**src/tcc_pkg.sv**
```systemverilog
package tcc_pkg;

    // Register byte addresses (one aligned word each)
    localparam logic [7:0] ADDR_CH0_SC = 8'h00;
    localparam logic [7:0] ADDR_CH0_VH = 8'h04;
    localparam logic [7:0] ADDR_CH0_VL = 8'h08;
    localparam logic [7:0] ADDR_CH1_SC = 8'h0c;
    localparam logic [7:0] ADDR_CH1_VH = 8'h10;
    localparam logic [7:0] ADDR_CH1_VL = 8'h14;

    // Status/control field positions
    localparam int BIT_FLAG = 7;
    localparam int BIT_IE = 6;
    localparam int BIT_MSB = 5;
    localparam int BIT_MSA = 4;
    localparam int BIT_ELSB = 3;
    localparam int BIT_ELSA = 2;
    localparam int BIT_TOV = 1;
    localparam int BIT_MAX = 0;

    localparam logic [7:0] SC_RESET = 8'h00;
    localparam logic [1:0] ELS_OFF = 2'h0;
    localparam logic [1:0] ELS_TOGGLE = 2'h1;
    localparam logic [1:0] ELS_LOW = 2'h2;
    localparam logic [1:0] ELS_HIGH = 2'h3;

    typedef enum logic [1:0] {
        MODE_PRESET = 2'b00,
        MODE_CAPTURE = 2'b01,
        MODE_COMPARE = 2'b11,
        MODE_BUFFERED = 2'b10
    } chan_mode_t;

    typedef struct packed {
        logic flag;
        logic ie;
        logic msb;
        logic msa;
        logic [1:0] els;
        logic tov;
        logic max;
    } chan_ctrl_t;

    typedef struct packed {
        logic [15:0] count;
        logic wrap;
        logic counter_halt;
        logic debug_break;
    } timer_core_t;

    function automatic chan_mode_t mode_of(input logic msb, input logic msa,
                                           input logic [1:0] els);
        if (els == ELS_OFF) begin
            return MODE_PRESET;
        end else if (msb) begin
            return MODE_BUFFERED;
        end else if (msa) begin
            return MODE_COMPARE;
        end
        return MODE_CAPTURE;
    endfunction

endpackage

```
**src/edge_sense.sv**
```systemverilog
module edge_sense
    import tcc_pkg::*;
(
    input wire logic pclk,
    input wire logic presetn,
    input wire logic pin_in,
    input wire logic [1:0] els,
    output logic hit
);
    logic prev;

    always_ff @(posedge pclk or negedge presetn) begin
        if (!presetn) begin
            prev <= 1'b0;
        end else begin
            prev <= pin_in;
        end
    end

    always_comb begin
        unique case (els)
            ELS_TOGGLE: hit = pin_in & ~prev;
            ELS_LOW: hit = ~pin_in & prev;
            ELS_HIGH: hit = pin_in ^ prev;
            default: hit = 1'b0;
        endcase
    end
endmodule // edge_sense

```
**src/pin_action.sv**
```systemverilog
module pin_action
    import tcc_pkg::*;
(
    input wire logic cur,
    input wire logic [1:0] els,
    input wire logic match,
    input wire logic wrap,
    input wire logic tov,
    output logic next_level
);
    always_comb begin
        next_level = cur;
        if (tov && wrap) begin
            next_level = ~cur;
        end else if (match) begin
            unique case (els)
                ELS_TOGGLE: next_level = ~cur;
                ELS_LOW: next_level = 1'b0;
                ELS_HIGH: next_level = 1'b1;
                default: next_level = cur;
            endcase
        end
    end
endmodule // pin_action

```
**src/timer_channel_capture_compare.sv**
```systemverilog
// Function
// - Capture mode: active edge sets flag and latches counter value.
// - Compare mode: counter equal to channel value sets flag.
// - With interrupt enabled, flag clears by status read then zero write.
// - With interrupt enabled, event between read and zero write keeps the flag set.
// - Reset clears flags; writing one to a flag does nothing.
// - Interrupt request only while enable and flag both set; reset clears enable.
// - Buffered select exists in channel 0 only, disabling channel 1.
// - Edge field nonzero, unbuffered: select A one compare, zero capture.
// - Edge field zero: port owns pin; select A presets output level.
// - Capture edge: 01 rising, 10 falling, 11 either.
// - Compare pin action: 00 none, 01 toggle, 10 low, 11 high.
// - Edge field zero disconnects pin; enabled modes make channel transparent.
// - Toggle-on-wrap toggles compare output every overflow; ignored in capture.
// - Overflow action wins over coincident compare action.
// - Full duty force with toggle and drive-low keeps output high.
// - Full duty change takes effect from the next period.
// - Each channel has read/write 16-bit value register, undefined at reset.
// - Capture: reading high byte blocks captures until low byte read.
// - Compare: writing high byte blocks matches until low byte written.
// - Counter halt blocks captures on all channels.
// - Debug break blocks captures.
module timer_channel_capture_compare
    import tcc_pkg::*;
(
    input wire logic pclk,
    input wire logic presetn,
    input wire logic psel,
    input wire logic penable,
    input wire logic pwrite,
    input wire logic [7:0] paddr,
    input wire logic [31:0] pwdata,
    output logic [31:0] prdata,
    output logic pready,
    output logic pslverr,
    input wire timer_core_t core,
    input wire logic [1:0] chan_pin_in,
    output logic [1:0] chan_pin_out,
    output logic [1:0] chan_pin_oe,
    output logic [1:0] chan_irq
);
    chan_ctrl_t sc [2];
    logic [15:0] value [2];
    logic [1:0] armed;
    logic [1:0] cap_lock;
    logic [1:0] cmp_lock;
    logic [7:0] hi_stage [2];
    logic [1:0] level;
    logic [1:0] max_active;
    logic buf_sel;
    logic [1:0] hit;
    logic [1:0] match;
    logic [1:0] next_level;
    logic [1:0] event_set;
    chan_mode_t mode [2];
    logic bus_wr;
    logic bus_rd;
    logic [15:0] buf_cmp;

    assign bus_wr = psel & penable & pwrite;
    assign bus_rd = psel & penable & ~pwrite;

    // Buffered mode lives in channel 0; it owns channel 1's value register
    always_ff @(posedge pclk or negedge presetn) begin
        if (!presetn) begin
            buf_sel <= 1'b0;
        end else if (!sc[0].msb) begin
            buf_sel <= 1'b0;
        end else if (core.wrap) begin
            buf_sel <= ~buf_sel;
        end
    end

    assign buf_cmp = buf_sel ? value[1] : value[0];

    genvar g;
    generate
        for (g = 0; g < 2; g++) begin : chan
            logic ch_off;
            logic [7:0] sc_addr;
            logic [7:0] vh_addr;
            logic [7:0] vl_addr;

            assign ch_off = (g == 1) && sc[0].msb;
            assign sc_addr = (g == 0) ? ADDR_CH0_SC : ADDR_CH1_SC;
            assign vh_addr = (g == 0) ? ADDR_CH0_VH : ADDR_CH1_VH;
            assign vl_addr = (g == 0) ? ADDR_CH0_VL : ADDR_CH1_VL;
            assign mode[g] = ch_off ? MODE_PRESET
                                    : mode_of((g == 0) & sc[g].msb, sc[g].msa, sc[g].els);

            edge_sense u_edge (
                .pclk(pclk),
                .presetn(presetn),
                .pin_in(chan_pin_in[g]),
                .els(sc[g].els),
                .hit(hit[g])
            );

            assign match[g] = (mode[g] == MODE_COMPARE && core.count == value[g])
                            || (g == 0 && mode[g] == MODE_BUFFERED && core.count == buf_cmp);

            pin_action u_act (
                .cur(level[g]),
                .els(sc[g].els),
                .match(match[g] & ~cmp_lock[g]),
                .wrap(core.wrap),
                .tov(sc[g].tov & (mode[g] != MODE_CAPTURE)),
                .next_level(next_level[g])
            );

            assign event_set[g] =
                (mode[g] == MODE_CAPTURE && hit[g] && !cap_lock[g]
                 && !core.counter_halt && !core.debug_break)
                || (match[g] && !cmp_lock[g]);

            // Control bits other than the flag
            always_ff @(posedge pclk or negedge presetn) begin
                if (!presetn) begin
                    sc[g].ie <= 1'b0;
                    sc[g].msb <= 1'b0;
                    sc[g].msa <= 1'b0;
                    sc[g].els <= ELS_OFF;
                    sc[g].tov <= 1'b0;
                    sc[g].max <= 1'b0;
                end else if (bus_wr && paddr == sc_addr && !ch_off) begin
                    sc[g].ie <= pwdata[BIT_IE];
                    sc[g].msb <= (g == 0) ? pwdata[BIT_MSB] : 1'b0;
                    sc[g].msa <= pwdata[BIT_MSA];
                    sc[g].els <= pwdata[BIT_ELSB:BIT_ELSA];
                    sc[g].tov <= pwdata[BIT_TOV];
                    sc[g].max <= pwdata[BIT_MAX];
                end
            end

            // Flag: set wins over the clear; with interrupt enabled, clear needs a prior read of it set
            always_ff @(posedge pclk or negedge presetn) begin
                if (!presetn) begin
                    sc[g].flag <= 1'b0;
                    armed[g] <= 1'b0;
                end else if (event_set[g]) begin
                    sc[g].flag <= 1'b1;
                    armed[g] <= 1'b0;
                end else if (bus_rd && paddr == sc_addr && sc[g].flag) begin
                    armed[g] <= 1'b1;
                end else if (bus_wr && paddr == sc_addr && !pwdata[BIT_FLAG]) begin
                    if (armed[g] || !sc[g].ie) begin
                        sc[g].flag <= 1'b0;
                    end
                    armed[g] <= 1'b0;
                end
            end

            // Value register: capture, byte writes and the locks
            always_ff @(posedge pclk or negedge presetn) begin
                if (!presetn) begin
                    cap_lock[g] <= 1'b0;
                    cmp_lock[g] <= 1'b0;
                    hi_stage[g] <= 8'h00;
                end else begin
                    if (bus_rd && paddr == vh_addr && mode[g] == MODE_CAPTURE) begin
                        cap_lock[g] <= 1'b1;
                    end else if (bus_rd && paddr == vl_addr) begin
                        cap_lock[g] <= 1'b0;
                    end
                    if (bus_wr && paddr == vh_addr) begin
                        hi_stage[g] <= pwdata[7:0];
                        cmp_lock[g] <= (mode[g] == MODE_COMPARE) || (mode[g] == MODE_BUFFERED)
                                    || ch_off;
                    end else if (bus_wr && paddr == vl_addr) begin
                        cmp_lock[g] <= 1'b0;
                    end
                end
            end

            // No reset: contents are undefined after reset
            always_ff @(posedge pclk) begin
                if (mode[g] == MODE_CAPTURE && event_set[g]) begin
                    value[g] <= core.count;
                end else if (bus_wr && paddr == vl_addr) begin
                    value[g] <= {cmp_lock[g] ? hi_stage[g] : value[g][15:8],
                                 pwdata[7:0]};
                end else if (bus_wr && paddr == vh_addr && mode[g] == MODE_CAPTURE) begin
                    value[g][15:8] <= pwdata[7:0];
                end
            end

            // Full duty force latches only at a period boundary
            always_ff @(posedge pclk or negedge presetn) begin
                if (!presetn) begin
                    max_active[g] <= 1'b0;
                end else if (core.wrap) begin
                    max_active[g] <= sc[g].max && sc[g].tov && sc[g].els == ELS_LOW;
                end
            end

            // Output level and pin ownership
            always_ff @(posedge pclk or negedge presetn) begin
                if (!presetn) begin
                    level[g] <= 1'b1;
                    chan_pin_out[g] <= 1'b0;
                    chan_pin_oe[g] <= 1'b0;
                end else begin
                    if (mode[g] == MODE_PRESET) begin
                        level[g] <= ~sc[g].msa;
                    end else if (mode[g] != MODE_CAPTURE) begin
                        level[g] <= next_level[g];
                    end
                    chan_pin_out[g] <= max_active[g] ? 1'b1 : level[g];
                    chan_pin_oe[g] <= (mode[g] == MODE_COMPARE)
                                   || (mode[g] == MODE_BUFFERED);
                end
            end

            always_ff @(posedge pclk or negedge presetn) begin
                if (!presetn) begin
                    chan_irq[g] <= 1'b0;
                end else begin
                    chan_irq[g] <= sc[g].ie & sc[g].flag & ~ch_off;
                end
            end

            a_flag_set_cause: assert property (@(posedge pclk) disable iff (!presetn)
                event_set[g] |=> sc[g].flag)
                else $error("flag not set after event");
            a_irq_gating: assert property (@(posedge pclk) disable iff (!presetn)
                chan_irq[g] |-> $past(sc[g].ie) && $past(sc[g].flag))
                else $error("irq without enable and flag");
            a_one_write_keeps: assert property (@(posedge pclk) disable iff (!presetn)
                sc[g].flag && !event_set[g] && bus_wr && paddr == sc_addr
                && pwdata[BIT_FLAG] |=> sc[g].flag)
                else $error("writing one cleared flag");
            a_clear_needs_read: assert property (@(posedge pclk) disable iff (!presetn)
                sc[g].flag && sc[g].ie && !armed[g] |=> sc[g].flag)
                else $error("flag cleared without read");
            a_event_beats_clear: assert property (@(posedge pclk) disable iff (!presetn)
                event_set[g] && bus_wr && paddr == sc_addr |=> sc[g].flag)
                else $error("event lost during clear");
            a_capture_blocked: assert property (@(posedge pclk) disable iff (!presetn)
                (core.counter_halt || core.debug_break || cap_lock[g])
                && mode[g] == MODE_CAPTURE |-> !event_set[g])
                else $error("capture while blocked");
            a_compare_locked: assert property (@(posedge pclk) disable iff (!presetn)
                cmp_lock[g] |-> !event_set[g] || mode[g] == MODE_CAPTURE)
                else $error("compare while locked");
            a_preset_no_drive: assert property (@(posedge pclk) disable iff (!presetn)
                mode[g] == MODE_PRESET |=> !chan_pin_oe[g])
                else $error("pin driven in preset");
            a_full_duty_high: assert property (@(posedge pclk) disable iff (!presetn)
                max_active[g] |=> chan_pin_out[g])
                else $error("full duty not high");
        end
    endgenerate

    // APB slave: zero wait states, unmapped addresses answer with an error
    always_ff @(posedge pclk or negedge presetn) begin
        if (!presetn) begin
            pready <= 1'b0;
            pslverr <= 1'b0;
            prdata <= 32'h0000_0000;
        end else begin
            pready <= psel & ~penable;
            pslverr <= psel & ~penable & (paddr > ADDR_CH1_VL || paddr[1:0] != 2'h0);
            unique case (paddr)
                ADDR_CH0_SC: prdata <= {24'h000000, sc[0]};
                ADDR_CH1_SC: prdata <= {24'h000000, sc[1]};
                ADDR_CH0_VH: prdata <= {24'h000000, value[0][15:8]};
                ADDR_CH0_VL: prdata <= {24'h000000, value[0][7:0]};
                ADDR_CH1_VH: prdata <= {24'h000000, value[1][15:8]};
                ADDR_CH1_VL: prdata <= {24'h000000, value[1][7:0]};
                default: prdata <= 32'h0000_0000;
            endcase
        end
    end

endmodule // timer_channel_capture_compare

```
**config.mk**
```make
export PLATFORM = sky130hd
export DESIGN_NAME = timer_channel_capture_compare
export DESIGN_NICKNAME = d
export VERILOG_FILES = /design/src/tcc_pkg.sv /design/src/edge_sense.sv /design/src/pin_action.sv /design/src/timer_channel_capture_compare.sv
export SDC_FILE = /design/constraint.sdc
export NUM_CORES = 1
export LEC_CHECK = 0
export ABC_AREA = 1
export CORE_MARGIN = 5
export CORE_UTILIZATION = 55
export CTS_BUF_LIST = sky130_fd_sc_hd__clkbuf_2 sky130_fd_sc_hd__clkbuf_4 sky130_fd_sc_hd__clkbuf_8
export CTS_CLUSTER_DIAMETER = 80
export DETAILED_ROUTE_END_ITERATION = 8
export DONT_BUFFER_PORTS = 1
export HOLD_SLACK_MARGIN = 0.15
export PLACE_DENSITY = 0.73
export SYNTH_ARGS = -nofsm -noshare
export SYNTH_HDL_FRONTEND = slang
export SYNTH_HIERARCHICAL = 1
export SYNTH_SLANG_ARGS = --single-unit
```
**constraint.sdc**
```tcl
create_clock -name pclk -period 2.1 [get_ports pclk]
set_input_delay 0.42 -clock pclk [delete_from_list [all_inputs] [get_ports pclk]]
set_output_delay 0.42 -clock pclk [all_outputs]
set_load 0.03 [all_outputs]
```
# After elaboration in Yosys (flattened, before gate mapping)
# Memories as Yosys holds them, arrays and structs flattened.
# Cells that the tools add are included.
[classes]
n_bitwise = 36
mux = 77
n_reduce_logical = 87
n_lt_le_gt_ge = 1
n_eq_ne = 25
[ops]
columns = ["cell", "count"]
rows = [
  ["1-bit 2-to-1 mux", 57],
  ["16-bit equality test", 3],
  ["16-bit 2-to-1 mux", 3],
  ["8-bit one-hot mux with 6 select lines", 1],
  ["1-bit logical AND", 42],
  ["8-bit 2-to-1 mux", 4],
  ["2-bit nonzero test", 11],
  ["1-bit AND", 16],
  ["2-bit equality test (second input constant)", 8],
  ["8-bit by 4-bit equality test with 1-bit output (second input constant)", 2],
  ["8-bit by 5-bit equality test with 1-bit output (second input constant)", 2],
  ["2-bit 2-to-1 mux", 8],
  ["1-bit NOT", 14],
  ["1-bit one-hot mux with 3 select lines", 4],
  ["3-bit AND reduction", 4],
  ["3-bit nonzero test", 4],
  ["1-bit zero test", 10],
  ["5-bit nonzero test", 2],
  ["1-bit logical OR", 9],
  ["2-bit by 1-bit equality test with 1-bit output (second input constant)", 4],
  ["8-bit by 3-bit equality test with 1-bit output (second input constant)", 1],
  ["8-bit by 5-bit greater-than comparator with 1-bit output (second input constant)", 1],
  ["2-bit zero test", 4],
  ["8-bit zero test", 1],
  ["other kinds (4)", 11],
]
[totals]
input_bits = 66
memories = 1
out_inout_bits = 40
ff_bits = 84
ram_bits = 32
wordCells = 264
[memory_table]
columns = ["name", "depth", "word_bits", "read_ports", "rd_clocked_by_memory_dff", "write_ports", "line_no", "text"]
rows = [
  ["value", 2, 16, 2, 0, 2, "timer_channel_capture_compare.sv:43", "logic [15:0] value [2];"],
]

# Logic depth before layout (Yosys ltp)
# Gate-level depths: netlist of the first run.
[logic_depth]
word_depth = 15
mapped_depth = 20
depth_no_buf = 20

# By module
# The synthesis of the first run kept the hierarchy.
[modules_own_cells]
columns = ["module", "seq_area_each_um2", "n_inst", "area_each_um2", "cells_per_inst"]
rows = [
  ["timer_channel_capture_compare", 2414.8, 1, 5524.0, 723],
  ["edge_sense", 25.0, 2, 88.8, 12],
  ["pin_action", 0.0, 2, 42.5, 10],
]

# Worst setup path before layout of the first run
# OpenSTA, ideal clock, no wires.
[synth_timing]
path_type = "in2reg"
start = "input chan_pin_in[0]"
end = "memory value[0][10] (enable)"
setup_time_ns = 0.345
arrival_ns = 1.797
setup_slack_ns = -0.042
n_path_buf = 1
stages = 12
required_time_ns = 1.755
cell_sequence = "inv_1 ha_1 inv_1 nand3_1 nand3_1 inv_1 nor2_1 nand3_4 buf_2 inv_1 nor2_1 a21oi_2"
[synth_rtl]
columns = ["item", "line_no", "text"]
rows = [
  ["from (decl)", "timer_channel_capture_compare.sv:37", "input wire logic [1:0] chan_pin_in,"],
  ["to (decl)", "timer_channel_capture_compare.sv:43", ""],
]

# Final worst setup path of the first run
[layout_timing]
start = "register buf_sel"
end = "register level[0]"
[layout_between]
elab_chain_len = 7
[layout_lines]
columns = ["item", "line_no", "text"]
rows = [
  ["from (decl)", "timer_channel_capture_compare.sv:50", "logic buf_sel;"],
  ["from (signal assigned)", "timer_channel_capture_compare.sv:70", "buf_sel <= ~buf_sel;"],
  ["16-bit 2-to-1 mux", "timer_channel_capture_compare.sv:74", "assign buf_cmp = buf_sel ? value[1] : value[0];"],
  ["16-bit equality test", "timer_channel_capture_compare.sv:100", "|| (g == 0 && mode[g] == MODE_BUFFERED && core.count == buf_cmp);"],
  ["1-bit logical AND", "timer_channel_capture_compare.sv:100", ""],
  ["1-bit logical OR", "timer_channel_capture_compare.sv:100", ""],
  ["1-bit AND", "timer_channel_capture_compare.sv:105", ".match(match[g] & ~cmp_lock[g]),"],
  ["3-bit nonzero test (no source line)", "--", ""],
  ["3-bit AND reduction (no source line)", "--", ""],
  ["to (signal, indexed assignment)", "timer_channel_capture_compare.sv:204", "level[g] <= ~sc[g].msa;"],
  ["to (signal, indexed assignment)", "timer_channel_capture_compare.sv:206", "level[g] <= next_level[g];"],
  ["to (decl)", "timer_channel_capture_compare.sv:48", "logic [1:0] level;"],
]
# Every way passes these cells.
# A chain may end at the register's enable or synchronous reset.

==> flow_summary.ini, run 1 <==
[route]
drt_first_iter_violations = 479
routed_via_density = 5.53
ant_nets = 0
drt_drc_violations_left = 0
wl_per_cell_um = 18.5
wl_um = 17400
vias = 5201
first_pass_iters = 5

[critical_path]
cp_num_buf_inv = 4
reg2reg_depth = 20
cp_top_family = simple AND/OR/NAND/NOR gates
path_class = reg2reg
cp_cell_sequence = buf_6 -> buf_4 -> nand2_1 -> nand3_1 -> nand2_1 -> nor2_1 -> nand2_1 -> nor2_2 -> nand2_2 -> nand2_2 -> nand2_2 -> inv_2 -> nand2_2 -> inv_2 -> nand2_1 -> nand2_1 -> nand2_1 -> nand2_1 -> nand2_1 -> o221ai_2
crit_top_cell = nand2_1
r2r_start = buf_sel
start_kind = register
rrSetupSlack_ns = 0.04
critPathArrivalTime_ns = 2.36
crit_path_max_incr_delay_ns = 0.44
required_ns = 2.39
end_kind = register
crit_path_max_fanout = 5
timing.rr.end = level[0]
slowest_stage = dfrtp_2

[min_path]
hold_depth = 2
hp-start = pwdata[1]
min_to = sc[9]
hold_class = in2reg

[die]
die_h_um = 113
core_area_um2 = 10300
initial_core_util = 0.563
num_io_pins = 106
dieArea_um2 = 12700
core.rowCount = 37
die_x_um = 113

[timing]
worstMarginPinSlew_ns = 0.568
finalHoldViolCount = 0
fmax_mhz = 485
final-setup-viol-count = 0
rsz0062_at_grt = true
finClkSkew_ns = 0.0118
slew-limit-headroom = 0.621
period_share = 0.983
tns_ns = 0
drv_slew = 0
final.setup.worst_slack_ns = 0.0361
min_period_ns = 2.06

[place]
dpl_worst_slack_ns = 0.0310
portBuffers = 0
gp_congestion = 1.01
dp_hpwl_um = 13300

[synth]
yosysTopAreaCellShare = 0.251
ys_types = 43
ys_seq_area_frac = 0.426
syn_area_um2 = 5790
syn_inst = 767
ys_ff_latch = 92
ys_top_cells_by_area = dfrtp_1, nand2_1, edfxtp_1
yosys.area.top_type = dfrtp_1
ys_warn_count = 6
syn_area_per_cell_um2 = 7.54

[pwr]
intPower_mw = 2.65
p_leak_nw = 3.24
power_density_nw_per_um2 = 570
ir_worst_vdd_mv = 0.338
power_frac_comb = 0.128
seqPwrFrac = 0.529
finalPower_mw = 3.63
power.share.clock = 0.343
switching_share = 0.272
switchingPower_mw = 0.987

[clock_network]
cts.htree.levels = 3
cts_inserted_buffers = 9
clk_path_buf_depth = 2
cts_tree = yes
clockRootBuffer = clkbuf_8
worstSkewPairLatency_ns = 0.36
path_clk_slew_ns = 0.09
cts_num_sinks = 92

[grt]
grt_first_pass_wirelength_um = 26800
grt_pass1_vias = 4906
grt_overflow_total = 0
grt_max_degree = 61
grt.total_usage = 0.276
antenna_found_initial = 0

[run_status]
status = complete, no violations

[final_layout]
n_antenna_cell = 0
nets = 869
area_delta_synth_final_pct = 10.3
final_cell_mix = nand2_1, inv_1, dfrtp_1
final_common_cell = nand2_1
fillers = 938
layout-drive-gt1-share = 0.163
post-route-util = 0.621

[job]
max_cap_violations = 0
==> cell type report <==
class	instances	area, um2	area share
well taps	136	170	0.0267
flip-flops and latches	92	2470	0.386
inverters	113	432	0.0676
repair buffers	35	348	0.0545
clock inverters	3	47.5	0.00745
clock buffers	13	154	0.0241
multi-input cells	547	2760	0.432
repair inverters	1	5.00	0.000784
==> timing repair <==
item,in CTS,in global routing
gates resized for setup,0,25
setup buffers,0,5
setup endpoints to repair,0,13
hold buffers,6,0
endpoints found under the hold margin,66,0
==> cell usage after synthesis <==
cell and n:
nor2_4 6, nand2_2 8, buf_2 7, buf_6 4, nand2_4 2, dfrtp_1 58, o22ai_1 10, inv_1 102
nor2_1 44, nand4_2 1, nand2_1 265, clkbuf_1 1, nor2_2 5, a211oi_1 2, a21oi_2 1, nand3_2 2
nand4_1 10, conb_1 1, o211ai_1 1, nand3_1 49, ha_1 4, nor3_1 5, o21ai_0 35, xor2_1 2
o21ai_2 14, o32ai_1 2, a21oi_1 8, nand3_4 4, nand2b_1 1, o221ai_1 4, o211ai_2 8, nand4_4 1
o21ai_1 19, o31ai_1 3, clkinv_2 2, dfstp_2 2, buf_4 25, nor2b_1 1, edfxtp_1 32, xnor2_1 3
nor4_1 3, clkbuf_2 1, inv_2 9
==> per-layer routing <==
layer / wire [um] / up-vias / GRT usage
met2: 8200 / 244 / 0.456
li1: - / 2484 / -
met1: 7050 / 2428 / 0.362
met4: 515 / 0 / 0.0889
met3: 1640 / 45 / 0.0588
met5: 0 / - / 0
==> cells by family after synthesis <==
group | count (synthesis) | synth area share
flops | 92 | 0.426
other cells | 1 | 0.000648
buf+inv | 151 | 0.122
xor+xnor | 5 | 0.00757
simple gates | 407 | 0.314
compound gates | 107 | 0.121
fa+ha+maj | 4 | 0.00865
==> per-stage QoR <==
| step | std cells | hold WS (ns) | area [um2] |
|---|---|---|---|
| 2_1_floorplan | 790 | 0.124 | 5880 |
| 3_3_place_gp | 912 | 0.126 | 5990 |
| 3_5_place_dp | 912 | 0.126 | 5990 |
| 4_1_cts | 934 | 0.163 | 6270 |
| 5_1_grt | 940 | 0.159 | 6380 |
| 6_report | 940 | 0.178 | 6380 |
==> power groups by stage <==
stage | clock network [mW] | registers [mW] | logic, mW
after floorplan | 0 | 1.95 | 0.322
after CTS | 1.26 | 1.92 | 0.416
after global routing | 1.35 | 1.93 | 0.511
after detailed placement | 0 | 1.96 | 0.376
final | 1.25 | 1.92 | 0.464
after global placement | 0 | 1.95 | 0.367
==> state kept, by name, summed over array words and instances, names as in the netlist <==
register / cells
value: 32
chan_pin_oe: 2
cap_lock: 2
chan_pin_out: 2
level: 2
chan_irq: 2
pready: 1
prdata: 8
armed: 2
max_active: 2
buf_sel: 1
sc: 14
pslverr: 1
cmp_lock: 2
hi_stage: 16
chan.ch_off: 1
chan.u_edge/prev: 2
==> worst max-delay path by stage <==
| stage | from | end | slack, ns | cells past startpoint |
|---|---|---|---|---|
| 6_report | buf_sel | level[0] | 0.04 | 20 |
| 5_1_grt | buf_sel | level[0] | -0.12 | 20 |
| 3_5_place_dp | buf_sel | level[0] | 0.03 | 19 |
| 2_1_floorplan | chan_pin_in[0] | value[0][10] | 0.002 | 12 |
| 3_3_place_gp | chan_pin_in[1] | value[1][13] | 0.11 | 9 |
| 4_1_cts | buf_sel | level[0] | 0.008 | 19 |
Note: power is estimated with default switching activity, not from simulation.
==> inputs of run 2 (changes only) <==
CORE_MARGIN = unset   (was 5)
PLACE_DENSITY = unset   (was 0.73)
PLACE_DENSITY_LB_ADDON = 0.12   (was unset)
SETUP_SLACK_MARGIN = 0.15   (was unset)
==> run 2 against run 1 <==
Global-route usage increased by 5.1 points. Setup slack got worse by 0.011 ns. Count of clock-buffer cells in the layout decreased by 1. Largest cell class unchanged. Die area decreased by 14%. Core utilization increased by 1.5 points. Hold slack got worse by 0.0056 ns. Sequential share of layout area decreased by 0.89 points. Register-to-register slack about the same. Final area increased by 2.5%. Combinational power increased by 0.9%. Non-clock buffer count increased by 5. Sequential power about the same.
==> flow_summary.ini, run 2 (synthesis results as in run 1) <==
[run_status]
status = complete, no violations

[final_layout]
final_cell_mix = nand2_1, inv_1, dfrtp_1
area_delta_synth_final_pct = 13.0
nets = 873
layout-drive-gt1-share = 0.203
n_antenna_cell = 0
top_register = value
top_regs = value x32, hi_stage x16, sc x14
final_common_cell = nand2_1
largest_reg_flops = 32
fillers = 932

[timing]
tns_ns = 0
min_period_ns = 2.08
finalHoldViolCount = 0
holdWs_ns = 0.172
worstMarginPinSlew_ns = 0.605
rsz0062_at_grt = true
period_share = 0.988
final-setup-viol-count = 0
fmax_mhz = 482
finClkSkew_ns = 0.0149
drv_slew = 0
slew-limit-headroom = 0.596
final.setup.worst_slack_ns = 0.0248

[route]
drt_first_iter_violations = 492
ant_nets = 0
vias = 5215
wl_per_cell_um = 18.4
routed_via_density = 5.52
first_pass_iters = 5
wl_um = 17400
drt_drc_violations_left = 0

[clock_network]
cts.htree.levels = 3
path_clk_slew_ns = 0.10
clk_path_buf_depth = 2
worstSkewPairLatency_ns = 0.37
clockRootBuffer = clkbuf_8
cts_num_sinks = 92
cts_inserted_buffers = 9
cts_tree = yes

[min_path]
min_to = chan[1].ch_off
hold_class = in2reg
hold_depth = 2
hp-start = pwdata[5]

[critical_path]
required_ns = 2.39
path_class = reg2reg
reg2reg_depth = 20
crit_path_max_fanout = 5
timing.rr.end = level[0]
critPathArrivalTime_ns = 2.37
rrSetupSlack_ns = 0.02
slowest_stage = dfrtp_2
r2r_start = buf_sel
end_kind = register
start_kind = register
cp_cell_sequence = buf_6 -> nand2_1 -> nand2_1 -> nand2_1 -> nand2_2 -> nor2_2 -> nand2_1 -> nor2_1 -> nand2_1 -> nand2_1 -> nand2_2 -> inv_2 -> nand2_2 -> inv_2 -> nand2_1 -> nand2_1 -> nand2_1 -> nand2_1 -> nand2_1 -> o221ai_2
crit_top_cell = nand2_1
crit_path_max_incr_delay_ns = 0.49

[grt]
grt_max_degree = 61
grt_pass1_vias = 4896
antenna_found_initial = 0
grt_overflow_total = 0
grt.total_usage = 0.327
grt_first_pass_wirelength_um = 26500

[place]
dp_hpwl_um = 12900
portBuffers = 0
dpl_worst_slack_ns = 0.0720
gp_congestion = 1.00

[pwr]
seqPwrFrac = 0.541
power_frac_comb = 0.131
switching_share = 0.284
ir_worst_vdd_mv = 0.385
power_density_nw_per_um2 = 545
intPower_mw = 2.55
power.share.clock = 0.328
switchingPower_mw = 1.01
p_leak_nw = 3.25

[die]
initial_core_util = 0.563
core.rowCount = 37
num_io_pins = 106
core_area_um2 = 10300
die_x_um = 105
die_h_um = 105
dieArea_um2 = 10900

[job]
max_cap_violations = 0
-- run 2: cell count changes in the layout (fill, tap and decap cells not counted), moves of 3 or more --
cell / delta
nand2_1: -14
inv_4: +4
nor2_1: -4
clkbuf_4: -3
buf_6: +3
nor2_2: +3
inv_1: -5
nand2_2: +13
-- run 2: layout make-up --
type	count	area (um2)	area share
clock buffers	12	159	0.0243
clock inverters	4	27.5	0.00421
inverters	113	442	0.0675
multi-input cells	547	2880	0.440
flip-flops and latches	92	2470	0.378
well taps	136	170	0.0260
repair buffers	40	394	0.0603
-- run 2: worst max path at each step --
stage                   start            to  cells past startpoint
5_1_grt               buf_sel      level[0]                     20
4_1_cts               buf_sel      level[0]                     20
6_report              buf_sel      level[0]                     20
2_1_floorplan  chan_pin_in[0]  value[0][10]                     12
3_3_place_gp   chan_pin_in[0]   value[0][2]                     11
3_5_place_dp          buf_sel      level[0]                     20
-- run 2: timing repair --
item,4_1_cts,5_1_grt
cloned,1,0
resized for setup,9,49
hold endpoints to repair,66,0
endpoints found under the setup margin,28,54
setup buffers,3,10
hold buffers,7,0
pin swaps,4,18
-- run 2: power groups by stage --
stage	combinational, mW	sequential, mW	clock [mW]
2_1_floorplan	0.324	1.95	0
3_3_place_gp	0.372	1.96	0
3_5_place_dp	0.380	1.96	0
4_1_cts	0.432	1.92	1.19
5_1_grt	0.515	1.93	1.24
6_report	0.468	1.93	1.17
-- run 2: routing by layer --
| metal | vias up | wire (um) | GRT usage |
|---|---|---|---|
| li1 | 2487 | - | - |
| met1 | 2453 | 7570 | 0.443 |
| met2 | 236 | 7900 | 0.509 |
| met3 | 39 | 1210 | 0.0574 |
| met4 | 0 | 682 | 0.158 |
| met5 | - | 0 | 0 |
-- run 2: through the flow --
step	area, um2	util	instances	total power, mW
after floorplan	5920	-	790	2.27
after global placement	5970	0.581	907	2.33
after detailed placement	5970	0.581	907	2.34
after CTS	6300	0.613	934	3.54
after global routing	6540	0.636	944	3.69
final	6540	0.636	944	3.56
-- run 2: critical path: cells and delay by family, from the launching register on --
family	cells	cell delay [ns]
buffers and inverters	3	0.29
AO/OA/AOI/OAI	1	0.07
flip-flops	1	0.49
AND/OR/NAND/NOR	16	1.15
==> inputs of run 3 (changes only) <==
RECOVER_POWER = 50   (was unset)
SKIP_CTS_REPAIR_TIMING = 1   (was unset)
==> run 3 against run 2 <==
Non-clock buffer count grew 2. Core utilization grew 1.0 points. Hold slack lost 0.0099 ns. Critical path type unchanged. Highest routed layer unchanged.
==> flow_summary.ini, run 3 (synthesis results as in run 1) <==
[place]
dp_hpwl_um = 12900
gp_congestion = 1.00
dp.cells = 907
portBuffers = 0
placed_area_um2 = 5970

[grt]
grt_first_pass_wirelength_um = 26200
antenna_found_initial = 0
grt.total_usage = 0.323
grt_max_degree = 61
grt_pass1_vias = 4847
grt_overflow_total = 0

[clock_network]
cts.htree.levels = 3
cts_inserted_buffers = 9
clk_path_buf_depth = 2
clockRootBuffer = clkbuf_8
cts_num_sinks = 92
worstSkewPairLatency_ns = 0.37
path_clk_slew_ns = 0.10
cts_tree = yes

[min_path]
hold_class = in2reg
hp-start = psel
min_to = pready
hold_depth = 2

[route]
drt_drc_violations_left = 0
vias = 5184
wl_um = 17600
ant_nets = 0
first_pass_iters = 4
wl_per_cell_um = 18.6
drt_first_iter_violations = 418
routed_via_density = 5.48

[final_layout]
multiInputGateArea_um2 = 2930
top_register = value
nets = 875
top_regs = value x32, hi_stage x16, sc x14
design_area_um2 = 6640
layout-drive-gt1-share = 0.216
fillers = 909
final_cell_mix = nand2_1, inv_1, dfrtp_1
n_antenna_cell = 0
seq_area_um2 = 2470
largest_reg_flops = 32
final_common_cell = nand2_1
final-instance-count-excl-fill = 946
area_delta_synth_final_pct = 14.8

[die]
dieArea_um2 = 10900
num_io_pins = 106
initial_core_util = 0.563
die_h_um = 105
die_x_um = 105
core.rowCount = 37
core_area_um2 = 10300

[critical_path]
rrSetupSlack_ns = 0.05
reg2reg_depth = 20
critPathArrivalTime_ns = 2.35
r2r_start = buf_sel
path_class = reg2reg
start_kind = register
timing.rr.end = level[0]
end_kind = register
required_ns = 2.40
crit_path_max_fanout = 5

[pwr]
ir_worst_vdd_mv = 0.372
finalPower_mw = 3.58
power_density_nw_per_um2 = 539
p_leak_nw = 3.29

[timing]
rsz0062_at_grt = true
worstMarginPinSlew_ns = 0.591
fmax_mhz = 487
holdWs_ns = 0.163
finalHoldViolCount = 0
finClkSkew_ns = 0.0155
drv_slew = 0
slew-limit-headroom = 0.605
period_share = 0.977
final-setup-viol-count = 0
min_period_ns = 2.05

[run_status]
status = complete, no violations

[job]
max_cap_violations = 0
run 3: per-stage QoR:
stage          setup TNS (ns)  worst slack (ns)   util
2_1_floorplan               0             0.193      -
3_3_place_gp                0            0.0853  0.581
3_5_place_dp                0            0.0720  0.581
4_1_cts                     0            0.0397  0.599
5_1_grt               -0.0876           -0.0876  0.646
6_report                    0            0.0479  0.646
run 3: layer usage:
| layer | global-route usage | vias up | part of all wire |
|---|---|---|---|
| met5 | 0 | - | 0 |
| met4 | 0.157 | 0 | 0.039 |
| met3 | 0.0574 | 39 | 0.070 |
| met2 | 0.504 | 224 | 0.46 |
| met1 | 0.435 | 2431 | 0.43 |
| li1 | - | 2490 | - |
run 3: final cells by class:
type | instances | share of cell area
clock buffers | 12 | 0.0239
multi-input cells | 547 | 0.441
clock inverters | 4 | 0.00414
well taps | 136 | 0.0256
inverters | 113 | 0.0665
flip-flops and latches | 92 | 0.372
repair buffers | 42 | 0.0669
run 3: worst max-delay path by stage:
stage | from | to | slack (ns) | depth (start not counted)
6_report | buf_sel | level[0] | 0.05 | 20
5_1_grt | buf_sel | level[0] | -0.09 | 20
4_1_cts | buf_sel | level[0] | 0.04 | 20
3_5_place_dp | buf_sel | level[0] | 0.07 | 20
3_3_place_gp | chan_pin_in[0] | value[0][2] | 0.09 | 11
2_1_floorplan | chan_pin_in[0] | value[0][10] | 0.19 | 12
run 3: power by group:
group	leakage (nW)	switching [mW]	internal [mW]
combinational	2.13	0.325	0.155
clock	0.102	0.656	0.516
sequential	1.05	0.0433	1.88
run 3: worst max-delay path: stages, from the launching register on:
cell and delay, ns:
dfrtp_2 0.50, clkbuf_16 0.19, nand2_2 0.07, nand2_1 0.05
nand2_1 0.06, nand2_2 0.06, nor2_2 0.10, nand2_1 0.07
nor2_1 0.12, nand2_1 0.08, nand2_1 0.09, nand2_2 0.07
inv_2 0.07, nand2_2 0.06, inv_2 0.04, nand2_1 0.04
nand2_1 0.05, nand2_1 0.05, nand2_1 0.06, nand2_1 0.06
o221ai_2 0.07
